**src/odcc_map.svh**
```systemverilog
// Offsets, field positions, reset values and opcodes of the config decoder.
// Assumes a byte-addressed register port with one 32-bit word per register.
`ifndef ODCC_MAP_SVH
`define ODCC_MAP_SVH

// ----------------------------------------------------------------------
// Register offsets
// ----------------------------------------------------------------------
`define ODCC_OFS_CMD      8'h00
`define ODCC_OFS_DATA     8'h04
`define ODCC_OFS_REMAP    8'h08
`define ODCC_OFS_START    8'h0c
`define ODCC_OFS_OFFSET   8'h10
`define ODCC_OFS_MODE     8'h14
`define ODCC_OFS_MUX      8'h18
`define ODCC_OFS_MASTER   8'h1c
`define ODCC_OFS_DISPLAY  8'h20
`define ODCC_OFS_DESEL    8'h24
`define ODCC_OFS_PRECH    8'h28
`define ODCC_OFS_PHASE    8'h2c
`define ODCC_OFS_ROWPER   8'h30
`define ODCC_OFS_STATUS   8'h34

// ----------------------------------------------------------------------
// Field positions
// ----------------------------------------------------------------------
`define ODCC_REMAP_ROW_BIT    4
`define ODCC_REMAP_SPLIT_BIT  6
`define ODCC_MASTER_DCDC_BIT  0
`define ODCC_MASTER_DESEL_BIT 1
`define ODCC_DESEL_FULL_BIT   5
`define ODCC_PRECH_TIE_BIT    7

// ----------------------------------------------------------------------
// Reset values
// ----------------------------------------------------------------------
`define ODCC_RST_REMAP    7'h00
`define ODCC_RST_START    7'h00
`define ODCC_RST_OFFSET   7'h00
`define ODCC_RST_MODE     2'h0
`define ODCC_RST_MUX      7'h4f
`define ODCC_RST_MASTER   2'h3
`define ODCC_RST_DESEL    6'h11
`define ODCC_RST_PRECH    8'h18
`define ODCC_RST_PHASE1   4'h3
`define ODCC_RST_PHASE2   4'h5
`define ODCC_RST_ROWPER   8'h25

// ----------------------------------------------------------------------
// Opcodes
// ----------------------------------------------------------------------
`define ODCC_OP_REMAP     8'ha0
`define ODCC_OP_START     8'ha1
`define ODCC_OP_OFFSET    8'ha2
`define ODCC_OP_MODE_LO   8'ha4
`define ODCC_OP_MODE_HI   8'ha7
`define ODCC_OP_MUX       8'ha8
`define ODCC_OP_MASTER    8'had
`define ODCC_OP_SLEEP     8'hae
`define ODCC_OP_WAKE      8'haf
`define ODCC_OP_DESEL     8'hbe
`define ODCC_OP_PRECH     8'hbc
`define ODCC_OP_PHASE     8'hb1
`define ODCC_OP_ROWPER    8'hb2
// Foreign opcodes whose arguments are skipped
`define ODCC_OP_COLADDR   8'h15
`define ODCC_OP_ROWADDR   8'h75
`define ODCC_OP_CONTRAST  8'h81
`define ODCC_OP_CLKDIV    8'hb3
`define ODCC_OP_GRAYTAB   8'hb8
`define ODCC_OP_BIAS      8'hcf
`define ODCC_SKIP_TWO     4'h2
`define ODCC_SKIP_ONE     4'h1
`define ODCC_SKIP_EIGHT   4'h8

`define ODCC_GRAY_FULL    4'hf

`endif

```
**src/odcc_pkg.sv**
```systemverilog
// Types shared by the config decoder files.
// Assumes odcc_map.svh carries all numeric constants.
package odcc_pkg;

    // Parser states
    typedef enum logic [1:0] {
        ODCC_IDLE,
        ODCC_ARG,
        ODCC_SKIP
    } odcc_state_e;

    // Display modes in opcode order
    typedef enum logic [1:0] {
        ODCC_MODE_NORMAL,
        ODCC_MODE_ALL_ON,
        ODCC_MODE_ALL_OFF,
        ODCC_MODE_INVERT
    } odcc_mode_e;

endpackage

```
**src/odcc_decoder.sv**
```systemverilog
// Config command decoder: parses command bytes, holds scan/drive options.
// Assumes command bytes arrive as writes to the CMD offset (select low),
// argument bytes too; writes to the DATA offset are ignored; reads return one cycle later.
//
// Function
// - A0 plus argument; bit4 clear no remap
// - Remap bit4 set reverses row lines
// - Remap bit6 enables odd/even row split
// - A1 argument loads start line, reset zero
// - A2 argument sets vertical offset, reset zero
// - A4..A7 select mode, A7 inverts
// - A5 all on level 15, A6 off
// - A8 argument sets mux ratio, reset 4F
// - AD bit0 enables converter, default on
// - AD bit1 enables deselect generator, default on
// - AE sleep display off, AF display on
// - BE sets deselect level, bit5 full
// - BC sets precharge level, reset 18
// - Precharge top bit ties, 001 full
// - B1 low nibble phase one, reset 3
// - B1 high nibble phase two, reset 5
// - B2 sets clocks per row, reset 25
//
// Local design decisions: the plain strobed port and the register addresses.
`timescale 1ns/1ps
`include "odcc_map.svh"

module odcc_decoder (
    // Clock and reset
    input  wire logic        clock,
    input  wire logic        rst,
    // Register port
    input  wire logic [7:0]  regAddr,
    input  wire logic [31:0] regWrData,
    input  wire logic        regWrEn,
    input  wire logic        regRdEn,
    output logic      [31:0] regRdData,
    // Row scan options
    output logic             rowRemap,
    output logic             rowSplit,
    output logic      [6:0]  startLine,
    output logic      [6:0]  vertOffset,
    output logic      [6:0]  muxRatio,
    // Display mode
    output logic             pixelForceOn,
    output logic             pixelForceOff,
    output logic             pixelInvert,
    output logic      [3:0]  forcedGrayLevel,
    output logic             displayOn,
    output logic             sleepMode,
    // Power and levels
    output logic             dcdcEnable,
    output logic             deselGenEnable,
    output logic      [5:0]  rowDeselectLevel,
    output logic             deselFullRef,
    output logic      [7:0]  prechargeLevel,
    output logic             prechargeTiedDesel,
    output logic             prechargeFullRef,
    // Timing
    output logic      [3:0]  phaseOneLength,
    output logic      [3:0]  phaseTwoLength,
    output logic      [7:0]  rowPeriod
);

    // ------------------------------------------------------------------
    // Byte stream
    // ------------------------------------------------------------------
    logic       cmdWr;
    logic [7:0] cmdByte;
    assign cmdWr   = regWrEn && (regAddr == `ODCC_OFS_CMD);
    assign cmdByte = regWrData[7:0];

    // ------------------------------------------------------------------
    // Parser
    // ------------------------------------------------------------------
    odcc_pkg::odcc_state_e state_r;
    odcc_pkg::odcc_state_e state_nxt;
    logic [7:0] pendOp_r;
    logic [7:0] pendOp_nxt;
    logic [3:0] skipCnt_r;
    logic [3:0] skipCnt_nxt;
    logic       argLoad;
    logic       opTakesArg;
    logic [3:0] opSkip;
    logic       modeLoad;
    logic       dispLoad;

    always_comb begin
        case (cmdByte)
            `ODCC_OP_REMAP, `ODCC_OP_START, `ODCC_OP_OFFSET,
            `ODCC_OP_MUX, `ODCC_OP_MASTER, `ODCC_OP_DESEL,
            `ODCC_OP_PRECH, `ODCC_OP_PHASE, `ODCC_OP_ROWPER: begin
                opTakesArg = 1'b1;
            end
            default: begin
                opTakesArg = 1'b0;
            end
        endcase
        case (cmdByte)
            `ODCC_OP_COLADDR, `ODCC_OP_ROWADDR: opSkip = `ODCC_SKIP_TWO;
            `ODCC_OP_CONTRAST, `ODCC_OP_CLKDIV,
            `ODCC_OP_BIAS: opSkip = `ODCC_SKIP_ONE;
            `ODCC_OP_GRAYTAB: opSkip = `ODCC_SKIP_EIGHT;
            default: opSkip = 4'h0;
        endcase
    end

    always_comb begin
        state_nxt   = state_r;
        pendOp_nxt  = pendOp_r;
        skipCnt_nxt = skipCnt_r;
        argLoad     = 1'b0;
        modeLoad    = 1'b0;
        dispLoad    = 1'b0;
        if (cmdWr) begin
            case (state_r)
                odcc_pkg::ODCC_IDLE: begin
                    if (opTakesArg) begin
                        pendOp_nxt = cmdByte;
                        state_nxt  = odcc_pkg::ODCC_ARG;
                    end else if (opSkip != 4'h0) begin
                        skipCnt_nxt = opSkip;
                        state_nxt   = odcc_pkg::ODCC_SKIP;
                    end else if (cmdByte >= `ODCC_OP_MODE_LO &&
                                 cmdByte <= `ODCC_OP_MODE_HI) begin
                        modeLoad = 1'b1;
                    end else if (cmdByte == `ODCC_OP_SLEEP ||
                                 cmdByte == `ODCC_OP_WAKE) begin
                        dispLoad = 1'b1;
                    end
                end
                odcc_pkg::ODCC_ARG: begin
                    argLoad   = 1'b1;
                    state_nxt = odcc_pkg::ODCC_IDLE;
                end
                odcc_pkg::ODCC_SKIP: begin
                    skipCnt_nxt = skipCnt_r - 4'h1;
                    if (skipCnt_r == 4'h1) begin
                        state_nxt = odcc_pkg::ODCC_IDLE;
                    end
                end
                default: begin
                    state_nxt = odcc_pkg::ODCC_IDLE;
                end
            endcase
        end
    end

    always_ff @(posedge clock) begin
        if (rst) begin
            state_r   <= odcc_pkg::ODCC_IDLE;
            pendOp_r  <= 8'h00;
            skipCnt_r <= 4'h0;
        end else begin
            state_r   <= state_nxt;
            pendOp_r  <= pendOp_nxt;
            skipCnt_r <= skipCnt_nxt;
        end
    end

    // ------------------------------------------------------------------
    // Configuration fields
    // ------------------------------------------------------------------
    // Fields hold between loads
    logic [6:0] remap;
    logic [1:0] mode;
    logic [1:0] master;
    logic       dispOn;

    odcc_field #(.W(7), .RST(`ODCC_RST_REMAP)) uRemap (
        .clock(clock), .rst(rst),
        .load(argLoad && pendOp_r == `ODCC_OP_REMAP),
        .din(cmdByte[6:0]), .q(remap));
    odcc_field #(.W(7), .RST(`ODCC_RST_START)) uStart (
        .clock(clock), .rst(rst),
        .load(argLoad && pendOp_r == `ODCC_OP_START),
        .din(cmdByte[6:0]), .q(startLine));
    odcc_field #(.W(7), .RST(`ODCC_RST_OFFSET)) uOffset (
        .clock(clock), .rst(rst),
        .load(argLoad && pendOp_r == `ODCC_OP_OFFSET),
        .din(cmdByte[6:0]), .q(vertOffset));
    odcc_field #(.W(2), .RST(`ODCC_RST_MODE)) uMode (
        .clock(clock), .rst(rst), .load(modeLoad),
        .din(cmdByte[1:0]), .q(mode));
    odcc_field #(.W(7), .RST(`ODCC_RST_MUX)) uMux (
        .clock(clock), .rst(rst),
        .load(argLoad && pendOp_r == `ODCC_OP_MUX),
        .din(cmdByte[6:0]), .q(muxRatio));
    odcc_field #(.W(2), .RST(`ODCC_RST_MASTER)) uMaster (
        .clock(clock), .rst(rst),
        .load(argLoad && pendOp_r == `ODCC_OP_MASTER),
        .din(cmdByte[1:0]), .q(master));
    odcc_field #(.W(1), .RST(1'b0)) uDisp (
        .clock(clock), .rst(rst), .load(dispLoad),
        .din(cmdByte[0]), .q(dispOn));
    odcc_field #(.W(6), .RST(`ODCC_RST_DESEL)) uDesel (
        .clock(clock), .rst(rst),
        .load(argLoad && pendOp_r == `ODCC_OP_DESEL),
        .din(cmdByte[5:0]), .q(rowDeselectLevel));
    odcc_field #(.W(8), .RST(`ODCC_RST_PRECH)) uPrech (
        .clock(clock), .rst(rst),
        .load(argLoad && pendOp_r == `ODCC_OP_PRECH),
        .din(cmdByte), .q(prechargeLevel));
    odcc_field #(.W(4), .RST(`ODCC_RST_PHASE1)) uPh1 (
        .clock(clock), .rst(rst),
        .load(argLoad && pendOp_r == `ODCC_OP_PHASE),
        .din(cmdByte[3:0]), .q(phaseOneLength));
    odcc_field #(.W(4), .RST(`ODCC_RST_PHASE2)) uPh2 (
        .clock(clock), .rst(rst),
        .load(argLoad && pendOp_r == `ODCC_OP_PHASE),
        .din(cmdByte[7:4]), .q(phaseTwoLength));
    odcc_field #(.W(8), .RST(`ODCC_RST_ROWPER)) uRowPer (
        .clock(clock), .rst(rst),
        .load(argLoad && pendOp_r == `ODCC_OP_ROWPER),
        .din(cmdByte), .q(rowPeriod));

    // ------------------------------------------------------------------
    // Decoded outputs
    // ------------------------------------------------------------------
    // Row line reversal
    assign rowRemap = remap[`ODCC_REMAP_ROW_BIT];
    assign rowSplit = remap[`ODCC_REMAP_SPLIT_BIT];
    assign pixelForceOn    = mode == 2'(odcc_pkg::ODCC_MODE_ALL_ON);
    assign pixelForceOff   = mode == 2'(odcc_pkg::ODCC_MODE_ALL_OFF);
    assign pixelInvert     = mode == 2'(odcc_pkg::ODCC_MODE_INVERT);
    assign forcedGrayLevel = pixelForceOn ? `ODCC_GRAY_FULL : 4'h0;
    assign displayOn = dispOn;
    assign sleepMode = !dispOn;
    assign dcdcEnable     = master[`ODCC_MASTER_DCDC_BIT];
    assign deselGenEnable = master[`ODCC_MASTER_DESEL_BIT];
    assign deselFullRef   = rowDeselectLevel[`ODCC_DESEL_FULL_BIT];
    assign prechargeTiedDesel = prechargeLevel[`ODCC_PRECH_TIE_BIT];
    assign prechargeFullRef   = prechargeLevel[7:5] == 3'h1;

    // ------------------------------------------------------------------
    // Read port
    // ------------------------------------------------------------------
    logic [31:0] rdData_r;
    logic [31:0] rdData_nxt;

    always_comb begin
        rdData_nxt = 32'h0000_0000;
        if (regRdEn) begin
            case (regAddr)
                `ODCC_OFS_REMAP:   rdData_nxt = {25'h0, remap};
                `ODCC_OFS_START:   rdData_nxt = {25'h0, startLine};
                `ODCC_OFS_OFFSET:  rdData_nxt = {25'h0, vertOffset};
                `ODCC_OFS_MODE:    rdData_nxt = {30'h0, mode};
                `ODCC_OFS_MUX:     rdData_nxt = {25'h0, muxRatio};
                `ODCC_OFS_MASTER:  rdData_nxt = {30'h0, master};
                `ODCC_OFS_DISPLAY: rdData_nxt = {31'h0, dispOn};
                `ODCC_OFS_DESEL:   rdData_nxt = {26'h0, rowDeselectLevel};
                `ODCC_OFS_PRECH:   rdData_nxt = {24'h0, prechargeLevel};
                `ODCC_OFS_PHASE:
                    rdData_nxt = {24'h0, phaseTwoLength, phaseOneLength};
                `ODCC_OFS_ROWPER:  rdData_nxt = {24'h0, rowPeriod};
                `ODCC_OFS_STATUS:
                    rdData_nxt = {16'h0, pendOp_r, skipCnt_r, 2'h0, state_r};
                default:           rdData_nxt = 32'h0000_0000;
            endcase
        end
    end

    always_ff @(posedge clock) begin
        if (rst) begin
            rdData_r <= 32'h0000_0000;
        end else begin
            rdData_r <= rdData_nxt;
        end
    end

    assign regRdData = rdData_r;

    // ------------------------------------------------------------------
    // Checks
    // ------------------------------------------------------------------
    remap_load_a: assert property (@(posedge clock) disable iff (rst)
        argLoad && pendOp_r == `ODCC_OP_REMAP |=> remap == $past(cmdByte[6:0]))
        else $error("remap argument not stored");
    row_reverse_a: assert property (@(posedge clock) disable iff (rst)
        argLoad && pendOp_r == `ODCC_OP_REMAP |=> rowRemap == $past(cmdByte[4])
        && rowSplit == $past(cmdByte[6]))
        else $error("row remap flags wrong");
    start_line_a: assert property (@(posedge clock) disable iff (rst)
        argLoad && pendOp_r == `ODCC_OP_START
        |=> startLine == $past(cmdByte[6:0]))
        else $error("start line not loaded");
    mode_select_a: assert property (@(posedge clock) disable iff (rst)
        cmdWr && state_r == odcc_pkg::ODCC_IDLE && cmdByte == 8'ha7
        |=> pixelInvert && !pixelForceOn && !pixelForceOff)
        else $error("inverse mode not entered");
    force_on_a: assert property (@(posedge clock) disable iff (rst)
        cmdWr && state_r == odcc_pkg::ODCC_IDLE && cmdByte == 8'ha5
        |=> pixelForceOn && forcedGrayLevel == 4'hf && !pixelForceOff)
        else $error("forced on level wrong");
    reset_defaults_a: assert property (@(posedge clock)
        rst |=> muxRatio == 7'h4f && rowPeriod == 8'h25 && master == 2'h3
        && phaseOneLength == 4'h3 && phaseTwoLength == 4'h5 && !displayOn)
        else $error("reset defaults wrong");
    sleep_wake_a: assert property (@(posedge clock) disable iff (rst)
        cmdWr && state_r == odcc_pkg::ODCC_IDLE && cmdByte == 8'haf
        ##1 !cmdWr |-> displayOn && !sleepMode)
        else $error("display not woken");
    arg_order_a: assert property (@(posedge clock) disable iff (rst)
        cmdWr && state_r == odcc_pkg::ODCC_IDLE && opTakesArg
        |=> state_r == odcc_pkg::ODCC_ARG && !modeLoad && !dispLoad)
        else $error("argument byte not awaited");
    hold_value_a: assert property (@(posedge clock) disable iff (rst)
        !cmdWr && !rst |=> $stable(rowPeriod) && $stable(prechargeLevel)
        && $stable(mode) && $stable(remap) && $stable(vertOffset))
        else $error("config changed without command");

endmodule // odcc_decoder

```
**src/odcc_field.sv**
```systemverilog
// One configuration field: loads on request, otherwise holds.
// Assumes a synchronous active-high reset restoring the default.
`timescale 1ns/1ps

module odcc_field #(
    parameter int         W   = 8,
    parameter logic [W-1:0] RST = '0
) (
    // Clock and reset
    input  wire logic         clock,
    input  wire logic         rst,
    // Load port
    input  wire logic         load,
    input  wire logic [W-1:0] din,
    output logic      [W-1:0] q
);

    logic [W-1:0] val_r;
    logic [W-1:0] val_nxt;

    always_comb begin
        val_nxt = val_r;
        if (load) begin
            val_nxt = din;
        end
    end

    always_ff @(posedge clock) begin
        if (rst) begin
            val_r <= RST;
        end else begin
            val_r <= val_nxt;
        end
    end

    assign q = val_r;

endmodule // odcc_field

```
**config.mk**
```make
export PLATFORM = sky130hd
export DESIGN_NAME = odcc_decoder
export DESIGN_NICKNAME = d
export VERILOG_FILES = /design/src/odcc_pkg.sv /design/src/odcc_decoder.sv /design/src/odcc_field.sv
export VERILOG_INCLUDE_DIRS = /design/src /design/src/src
export SDC_FILE = /design/constraint.sdc
export NUM_CORES = 1
export LEC_CHECK = 0
export ABC_AREA = 1
export BUFFER_PORTS_ARGS = -buffer_cell sky130_fd_sc_hd__buf_2
export CAP_MARGIN = 10
export CORE_MARGIN = 4
export CORE_UTILIZATION = 30
export CTS_CLUSTER_DIAMETER = 50
export DETAILED_ROUTE_END_ITERATION = 10
export GPL_TIMING_DRIVEN = 0
export MAX_ROUTING_LAYER = met4
export PLACE_DENSITY = 0.55
export REMOVE_ABC_BUFFERS = 1
export SLEW_MARGIN = 20
export SYNTH_ARGS = -nofsm -noshare
export SYNTH_HDL_FRONTEND = slang
export SYNTH_SLANG_ARGS = --single-unit
export TNS_END_PERCENT = 5
```
**constraint.sdc**
```tcl
create_clock -name clock -period 1.8 [get_ports clock]
set_input_delay 0.54 -clock clock [delete_from_list [all_inputs] [get_ports clock]]
set_output_delay 0.54 -clock clock [all_outputs]
set_load 0.005 [all_outputs]
```
==> metrics.yaml, run 1 <==
grt-ovfl-total: 0
grt_start_max_net_pins: 43
power_leakage_nw: 2.55
antenna_found_initial: 0
internal-power_w: 0.00309
cts_tree: "yes"
area_growth_pct: 22.9
report.final.setup_viol: 1
antennaDiodeCount: 0
maxCapViolations: 0
first_pass_iters: 5
grt_setup_unrepaired: "yes"
insertion_delay_ps: 360
stdcell_count: 919
yosys_warnings: 0
ys_types: 39
worstPathMaxFanout: 42
num_rows: 44
setup_ws_ps: -57.1
grt_pass1_wl_um: 24300
vias_per_cell: 4.97
die_h_um: 131
pwr-share-comb_pct: 5.4
dp_slack_ps: -1790
powerDensity_nw_per_um2: 737
seq_power_share_pct: 49.7
cp.required_ps: 2040
drtIter0Drc: 332
grt_pass1_vias: 4180
syn_avg_cell_area_sq_um: 7.20
cts-htree-levels: 3
synth_ff_type: "dfxtp_1"
switching_share_pct: 25.4
switchingPower_w: 0.00105
syn_inst: 635
cp.arrival_ps: 2090
nNetsFinal: 776
wl_per_cell_um: 17.3
ys_ff_latch: 93
ant_nets: 0
vias: 4566
dp_cells: 894
crit_chain: "buf_4 -> inv_16 -> nand2_2 -> nor4_4 -> inv_2 -> a21oi_1"
outcome: "finished, violations left"
drc: 0
min_path_type: "reg2reg"
start_util_pct: 31.0
drive_gt1_share_pct: 25.0
die-area_sq_um: 17300
fin_crit_sh_pct: 103
ctsRootBufferMaster: "clkbuf_16"
synth-edff-count: 0
core_sq_um: 14800
cts.clk_slew.worst_paths_ps: 70
async_reset_ff_share_pct: 0
max_slew_margin_pct: 57.1
hpwlAfterDp_um: 11400
violations: "negative setup slack"
slowest_stage: "nor4_4"
timing.fmax_mhz: 538
wirelength_um: 15900
skew_ps: 9.70
seq_area_frac_synth_pct: 40.7
routabilityCongestion: 0.881
maxSlewViolCount: 0
cts_max_path_buffers: 2
worst_setup_path_start_kind: "primary input"
cts_sinks: 93
numPortBuffers: 102
path_buf_inv: 3
ios: 143
worstSetupPathType: "in2reg"
finalSetupTns_ps: -57.1
max_slew.worst_pin.slew_ps: 644
hold_violations: 0
dieWidth_um: 131
path_delay_family: "buffers and inverters"
grt_usage_pct: 18.3
layout_min_cycle_time_ps: 1860
end_kind: "flop"
cpPeakStageDelay_ps: 380
clkPwrFrac_pct: 45.0
ir_drop_mv: 0.447
nFillCells: 1585
cts_inserted_buffers: 9
netlist_area_sq_um: 4570
## cells in the final DEF (no fill, tap or decap), types with 4 or more instances in the layout
| master | n |
|---|---|
| inv_2 | 8 |
| nand2_1 | 170 |
| conb_1 | 16 |
| inv_6 | 4 |
| nor3_1 | 10 |
| o211ai_1 | 11 |
| nand2_4 | 4 |
| buf_2 | 98 |
| a21oi_1 | 59 |
| inv_1 | 50 |
| nor2_1 | 40 |
| clkbuf_16 | 9 |
| dfxtp_1 | 93 |
| nand4_1 | 9 |
| o211ai_2 | 7 |
| nor2_4 | 7 |
| nor3_4 | 5 |
| nand3_2 | 4 |
| o21ai_0 | 22 |
| nand3_1 | 52 |
| buf_4 | 8 |
| nor2_2 | 8 |
## power groups by stage
stage	Clock [W]	Combinational (W)	Sequential, W
5_1_grt	0.00197	0.000241	0.00206
6_report	0.00186	0.000223	0.00206
4_1_cts	0.00189	0.000213	0.00206
3_3_place_gp	0	0.000193	0.00210
3_5_place_dp	0	0.000191	0.00210
2_1_floorplan	0	0.0000852	0.00210
## registers in the layout (all words and copies together) (netlist names)
register / cells
uMux.q: 7
uPrech.q: 8
skipCnt_r: 4
uPh2.q: 4
uPh1.q: 4
pendOp_r: 8
uDisp.q: 1
uMode.q: 2
uRowPer.q: 8
uRemap.q: 7
uStart.q: 7
state_r: 2
uDesel.q: 6
uMaster.q: 2
uOffset.q: 7
regRdData: 16
## worst paths after layout
path                                   from       endpoint  slack (ps)  depth (start not counted)
worst max register to register  pendOp_r[7]      uMux.q[4]         160                          9
worst max-delay path                    rst   regRdData[4]         -60                          6
worst min register to register  pendOp_r[6]  regRdData[14]         470                          2
worst min-delay path            pendOp_r[6]  regRdData[14]         470                          2
## metal layers
layer  vias to the layer above  share of wire [%]  track usage (%)
li1                       2249                  -                -
met1                      2105                 48             25.8
met2                       197                 44             27.1
met3                        15                7.6             3.02
met4                         0                1.2             5.19
met5                         -                  0                -
## repair_timing
action | in CTS | in global routing
pin swaps | 4 | 5
buffers inserted | 2 | 6
hold buffers | 0 | 0
endpoints found under the setup margin | 68 | 78
gates cloned | 1 | 0
resized for setup | 17 | 28
## cell usage after synthesis (2+ instances only)
master / instances / area (sq um)
nand2_1: 171 / 642
dfxtp_1: 93 / 1860
a21oi_1: 59 / 295
nand3_1: 53 / 265
inv_1: 52 / 195
nor2_1: 47 / 176
buf_4: 25 / 188
o21ai_0: 23 / 115
nor3_1: 13 / 65.1
o211ai_1: 11 / 82.6
clkbuf_1: 9 / 33.8
nand4_1: 9 / 56.3
inv_2: 8 / 30.0
nor2_2: 7 / 43.8
o211ai_2: 7 / 87.6
nand2_2: 5 / 31.3
nand3_2: 5 / 50.1
buf_2: 4 / 20.0
buf_6: 4 / 45.0
a211oi_1: 3 / 22.5
a31oi_1: 3 / 18.8
nor3_2: 3 / 30.0
ha_1: 2 / 25.0
nor3_4: 2 / 32.5
nor4_2: 2 / 25.0
o21ai_1: 2 / 10.0
## cells by family (layout without fill, tap and decap cells)
kind of cell | after synthesis | after routing | share of synthesized area [%]
xor gates and xnor gates | 2 | 2 | 0.383
adders and majority gates | 2 | 2 | 0.547
other | 1 | 16 | 0.0820
buffers and inverters | 103 | 188 | 11.3
DFF | 93 | 93 | 40.7
and+or+nand+nor | 322 | 322 | 32.4
AOI/OAI and AO/OA | 112 | 112 | 14.5
## per-stage QoR
step / cell area (sq um) / power, W / hold slack [ps] / util [%]
final: 5620 / 0.00414 / 475 / 38.1
after global routing: 5620 / 0.00426 / 490 / 38.1
after CTS: 5460 / 0.00416 / 465 / 37.0
after detailed placement: 5080 / 0.00230 / 463 / 34.4
after global placement: 5080 / 0.00230 / 449 / 34.4
after floorplan: 4340 / 0.00219 / 426 / -
## worst reg2reg max path, cell delays in order (launching register included)
cell     delay [ps]
dfxtp_1         310
inv_1            60
nor2_2          140
nand3_2         190
inv_2           150
nand3_1         170
nor3_2          270
inv_1            90
nor2_1          100
nor2_1           60
## final cells by class
class	count	area [sq um]	area share, %
multi-input cells	454	2390	42.5
flip-flops and latches	93	1860	33.1
repair buffers	110	584	10.4
inverters	61	260	4.63
clock buffers	10	239	4.25
well taps	184	230	4.10
clock inverters	6	43.8	0.780
repair inverters	1	8.76	0.156
No activity file was read; power rests on OpenSTA's default activity.
==> run 2, diff against run 1 <==
CELL_PAD_IN_SITES_DETAIL_PLACEMENT = 1   (was unset)
CELL_PAD_IN_SITES_GLOBAL_PLACEMENT = 1   (was unset)
PLACE_DENSITY = 0.72   (was 0.55)
==> run 2 against run 1 <==
Compared with the run above:
- via count increased by 5.2%
- utilization increased by 0.23 points
- critical path depth up 4
- final cell count is 0.22% higher
- flip-flop and latch count stayed put
- first-iteration DRC count up 2.7%
- global-route usage increased by 2.5 points
- the flow now finishes without violations
- design area increased by 0.60%
- clock skew shrank 2.6 ps
- clock-buffer cell count increased by 3
- register-to-register slack got worse by 20 ps
==> metrics.yaml, run 2 (same netlist as run 1, synthesis figures left out) <==
antennaDiodeCount: 0
ant_nets: 0
cpPeakStageDelay_ps: 240
drive_gt1_share_pct: 26.7
wirelength_um: 17900
grt_usage_pct: 20.8
cp.required_ps: 2050
area_growth_pct: 23.6
report.final.setup_viol: 0
cts_sinks: 93
num_rows: 44
cts_tree: "yes"
numPortBuffers: 102
multi_input_area_sq_um: 2420
clkPwrFrac_pct: 43.4
wl_per_cell_um: 19.5
r2r-start: "pendOp_r[6]"
slowest_stage: "nor3_2"
fin_crit_sh_pct: 98.1
finalSetupTns_ps: 0
grt_start_max_net_pins: 42
pwr-share-comb_pct: 6.1
end_kind: "flop"
placed_cell_area_sq_um: 5080
core_sq_um: 14800
nNetsFinal: 779
ctsRootBufferMaster: "clkbuf_16"
power_leakage_nw: 2.52
worstPathMaxFanout: 4
hold_depth: 2
dieWidth_um: 131
cts_max_path_buffers: 2
die_h_um: 131
ios: 143
vias_per_cell: 5.22
cp.arrival_ps: 2010
cts.clk_slew.worst_paths_ps: 60
outcome: "completed"
reg2reg_depth: 8
maxSlewViolCount: 0
largest_reg_flops: 16
ir_drop_mv: 0.453
grt_setup_unrepaired: "yes"
powerDensity_nw_per_um2: 721
hpwlAfterDp_um: 13100
min_from: "uStart.q[3]"
grt_pass1_wl_um: 27500
mostFrequentLayoutCell: "nand2_1"
layout_min_cycle_time_ps: 1770
switchingPower_w: 0.00100
crit_chain: "buf_2 -> nor2_4 -> nand3_4 -> nor2_4 -> nand4_4 -> buf_4 -> nor3_2 -> inv_1 -> nor2_1 -> nor2_1"
insertion_delay_ps: 350
max_slew.worst_pin.slew_ps: 602
crit_start: "regAddr[1]"
vias: 4804
min_path_type: "reg2reg"
start_util_pct: 31.0
drtIter0Drc: 341
worstSetupPathType: "in2reg"
first_pass_iters: 7
skew_ps: 7.13
cts_inserted_buffers: 9
grt_pass1_vias: 4870
final_cell_mix: "nand2_1 (163), buf_2 (94), dfxtp_1 (93)"
drc: 0
max_slew_margin_pct: 59.7
nFillCells: 1842
maxCapViolations: 0
cts-htree-levels: 3
seq_power_share_pct: 50.5
worst_setup_path_start_kind: "primary input"
antenna_found_initial: 0
internal-power_w: 0.00307
stdcell_area_sq_um: 5650
grt-ovfl-total: 0
routabilityCongestion: 0.892
switching_share_pct: 24.5
timing.fmax_mhz: 566
die-area_sq_um: 17300
hold_violations: 0
seqCellArea_sq_um: 1860
## run 2: metrics by stage
stage	total power, W	hold WS, ps	std cells	setup WS, ps	utilization (%)
global placement	0.00231	456	894	-2140	34.4
finish	0.00407	479	921	34.1	38.3
global route	0.00422	493	921	-58.4	38.3
detailed placement	0.00231	461	894	-1610	34.4
floorplan	0.00219	426	608	-358	-
CTS	0.00407	467	911	-8.51	37.0
## run 2: cell type report
cell class / instances / area share [%]
Clock inverter: 2 / 0.177
Inverter: 61 / 4.52
Sequential cell: 93 / 32.9
Timing Repair Buffer: 114 / 11.0
Clock buffer: 13 / 4.43
Tap cell: 184 / 4.07
Multi-Input combinational cell: 454 / 42.8
## run 2: worst max-delay path, delay by kind of cell
kind	cells	cell delay [ps]
buffers and inverters	3	440
AND/OR/NAND/NOR	7	1020
## run 2: worst paths after layout
path | slack, ps | to
hold / removal | 480 | uStart.q[3]
setup / recovery | 30 | uMux.q[4]
setup reg to reg | 140 | uMux.q[4]
hold reg to reg | 480 | uStart.q[3]
## run 2: repair_timing
action                     in CTS  in global routing
hold endpoints to repair        0                  0
hold buffers                    0                  0
resized for setup              24                 39
pin swaps                       3                 12
buffers inserted                2                 10
setup endpoints to repair      67                 69
## run 2: metal layers
layer  vias to the layer above  part of all wire [%]  global-route usage, %
li1                       2256                     -                      -
met3                        42                   5.4                   3.67
met1                      2337                    44                   25.8
met5                         -                     0                      -
met4                         0                   3.6                   9.63
met2                       169                    47                   33.1
## run 2: power groups by stage
stage | sequential [W] | clock (W) | combinational (W)
2_1_floorplan | 0.00210 | 0 | 0.0000852
3_3_place_gp | 0.00210 | 0 | 0.000203
3_5_place_dp | 0.00210 | 0 | 0.000208
4_1_cts | 0.00206 | 0.00179 | 0.000225
5_1_grt | 0.00206 | 0.00189 | 0.000268
6_report | 0.00206 | 0.00177 | 0.000249
==> run 3, diff against run 2 <==
PLACE_DENSITY = 0.73   (was 0.72)
SYNTH_HIERARCHICAL = 1   (was unset)
==> run 3 against run 2 <==
Compared with the run above:
- total power rose by 5.6%
- critical endpoint is now uRowPer/q[5]
- die area rose by 7.2%
- largest cell class unchanged
- first-iteration DRC count fell by 35%
- the run now ends with negative setup slack left
- register-to-register slack got worse by 200 ps
==> metrics.yaml, run 3 <==
outcome: "finished, violations left"
violations: "negative setup slack"
worstPathMaxFanout: 6
cts_sinks: 93
grt_pass1_wl_um: 26800
grt_start_max_net_pins: 17
mostFrequentLayoutCell: "nand2_1"
maxCapViolations: 0
powerDensity_nw_per_um2: 672
power_leakage_nw: 3.14
syn_inst: 754
antennaDiodeCount: 0
stdcell_count: 1099
ir_drop_mv: 0.439
fin_total_pwr_w: 0.00430
synth_ff_type: "dfxtp_1"
placed_cell_area_sq_um: 5540
report.final.setup_viol: 44
grt-ovfl-total: 0
cts.clk_slew.worst_paths_ps: 60
skew_ps: 7.40
synth.most_common_cell: "nand2_1"
area_growth_pct: 30.0
cp.required_ps: 2090
die_h_um: 136
routabilityCongestion: 0.855
cts_inserted_buffers: 9
fin_crit_sh_pct: 110
async_reset_ff_share_pct: 0
cpPeakStageDelay_ps: 290
grt_usage_pct: 19.6
stdcell_area_sq_um: 6400
layout_min_cycle_time_ps: 1970
final_cell_mix: "nand2_1 (209), nor2_1 (113), inv_1 (108)"
cts-htree-levels: 3
drc: 0
path_delay_family: "simple AND/OR/NAND/NOR gates"
use_met3_pct: 4.52
start_util_pct: 30.8
maxSlewViolCount: 0
ctsRootBufferMaster: "clkbuf_16"
ant_nets: 0
largest_reg_flops: 16
ys_types: 39
grtUsageMet1_pct: 24.7
num_rows: 46
vias: 5049
syn_avg_cell_area_sq_um: 6.53
numPortBuffers: 102
dieWidth_um: 136
nNetsFinal: 926
insertion_delay_ps: 350
crit_chain: "buf_2 -> nor2_8 -> nand3_4 -> inv_4 -> nand3_4 -> nor3_4 -> nand3_2 -> or2_4 -> nor2_4 -> buf_12 -> buf_8 -> nand2_2 -> nand3_2"
worstSetupPathType: "in2reg"
dp_cells: 1058
path_buf_inv: 4
multi_input_area_sq_um: 2580
hpwlAfterDp_um: 12700
min_path_type: "reg2reg"
netlist_area_sq_um: 4920
yosys_warnings: 6
nFillCells: 2113
yosys-top-cells-count: "nand2_1 (224), nor2_1 (125), inv_1 (112)"
synth-edff-count: 0
slowest_stage: "or2_4"
hold_violations: 0
setup_ws_ps: -173
cp.arrival_ps: 2260
finalSetupTns_ps: -3340
drtIter0Drc: 222
antenna_found_initial: 0
busiest_layer: "met2"
ios: 143
ys_ff_latch: 93
seq_area_frac_synth_pct: 37.8
cts_max_path_buffers: 2
drive_gt1_share_pct: 27.2
synth_top_cell_by_area: "dfxtp_1"
seqCellArea_sq_um: 1860
timing.fmax_mhz: 507
synthDominantCellAreaShare_pct: 37.8
die-area_sq_um: 18500
worst_setup_path_start_kind: "primary input"
ys_top_cells_by_area: "dfxtp_1 (38%), nand2_1 (17%), nor2_1 (9.5%)"
wl_per_cell_um: 16.5
final_util_pct: 40.0
grt_util_met2_pct: 32.6
first_pass_iters: 5
grt_pass1_vias: 4866
wirelength_um: 18100
vias_per_cell: 4.59
end_kind: "flop"
core_sq_um: 16000
cts_tree: "yes"
grt_setup_unrepaired: "yes"
==> run 3: repair_timing <==
action                     in CTS  in global routing
pin swaps                      14                 19
setup endpoints to repair      74                 93
resized for setup              37                 45
cloned                          1                  3
hold buffers                    0                  0
buffers inserted               15                  8
==> run 3: cell families (layout without fill, tap and decap cells) <==
| logic type | Yosys count | in the layout | synth area share [%] |
|---|---|---|---|
| simple gates | 459 | 459 | 41.5 |
| buf+inv | 156 | 270 | 14.9 |
| xor+xnor | 1 | 1 | 0.178 |
| compound gates | 42 | 42 | 5.06 |
| fa+ha+maj | 2 | 2 | 0.508 |
| flops | 93 | 93 | 37.8 |
| other cells | 1 | 16 | 0.0762 |
==> run 3: stage by stage <==
| step | worst slack (ps) | hold WS, ps |
|---|---|---|
| detailed placement | -1240 | 454 |
| finish | -173 | 467 |
| CTS | -204 | 463 |
| global route | -241 | 483 |
| floorplan | -821 | 432 |
| global placement | -2030 | 452 |
==> run 3: worst paths after layout <==
kind                   end  cells past startpoint   startpoint  slack [ps]
min          regRdData[14]                      2  pendOp_r[6]         470
max reg2reg   uRowPer/q[5]                      9   state_r[0]         -60
min reg2reg  regRdData[14]                      2  pendOp_r[6]         470
max           uRowPer/q[5]                     13   regAddr[6]        -170
==> run 3: worst min-delay path, stage by stage (launching register included) <==
cell	delay, ps
dfxtp_1	320
nand2_1	70
nor2_1	40
==> run 3: area by class of cell <==
type	count	area share [%]
inverter	124	7.67
tap	216	4.22
multi-input combinational	520	40.3
clock buffer	11	3.95
clock inverter	3	0.724
timing repair buffer	132	14.1
sequential	93	29.1
==> run 3: power by group <==
group	total, W	internal (W)	switching (W)
registers	0.00206	0.00206	0.000000134
logic	0.000292	0.0000798	0.000213
clock network	0.00195	0.00114	0.000813
total	0.00430	0.00328	0.00103
==> run 3: layer usage <==
metal  wire length (um)  up-vias
met1               8070     2397
met4                273        0
met5                  0        -
met2               8960      118
li1                   -     2511
met3                827       23
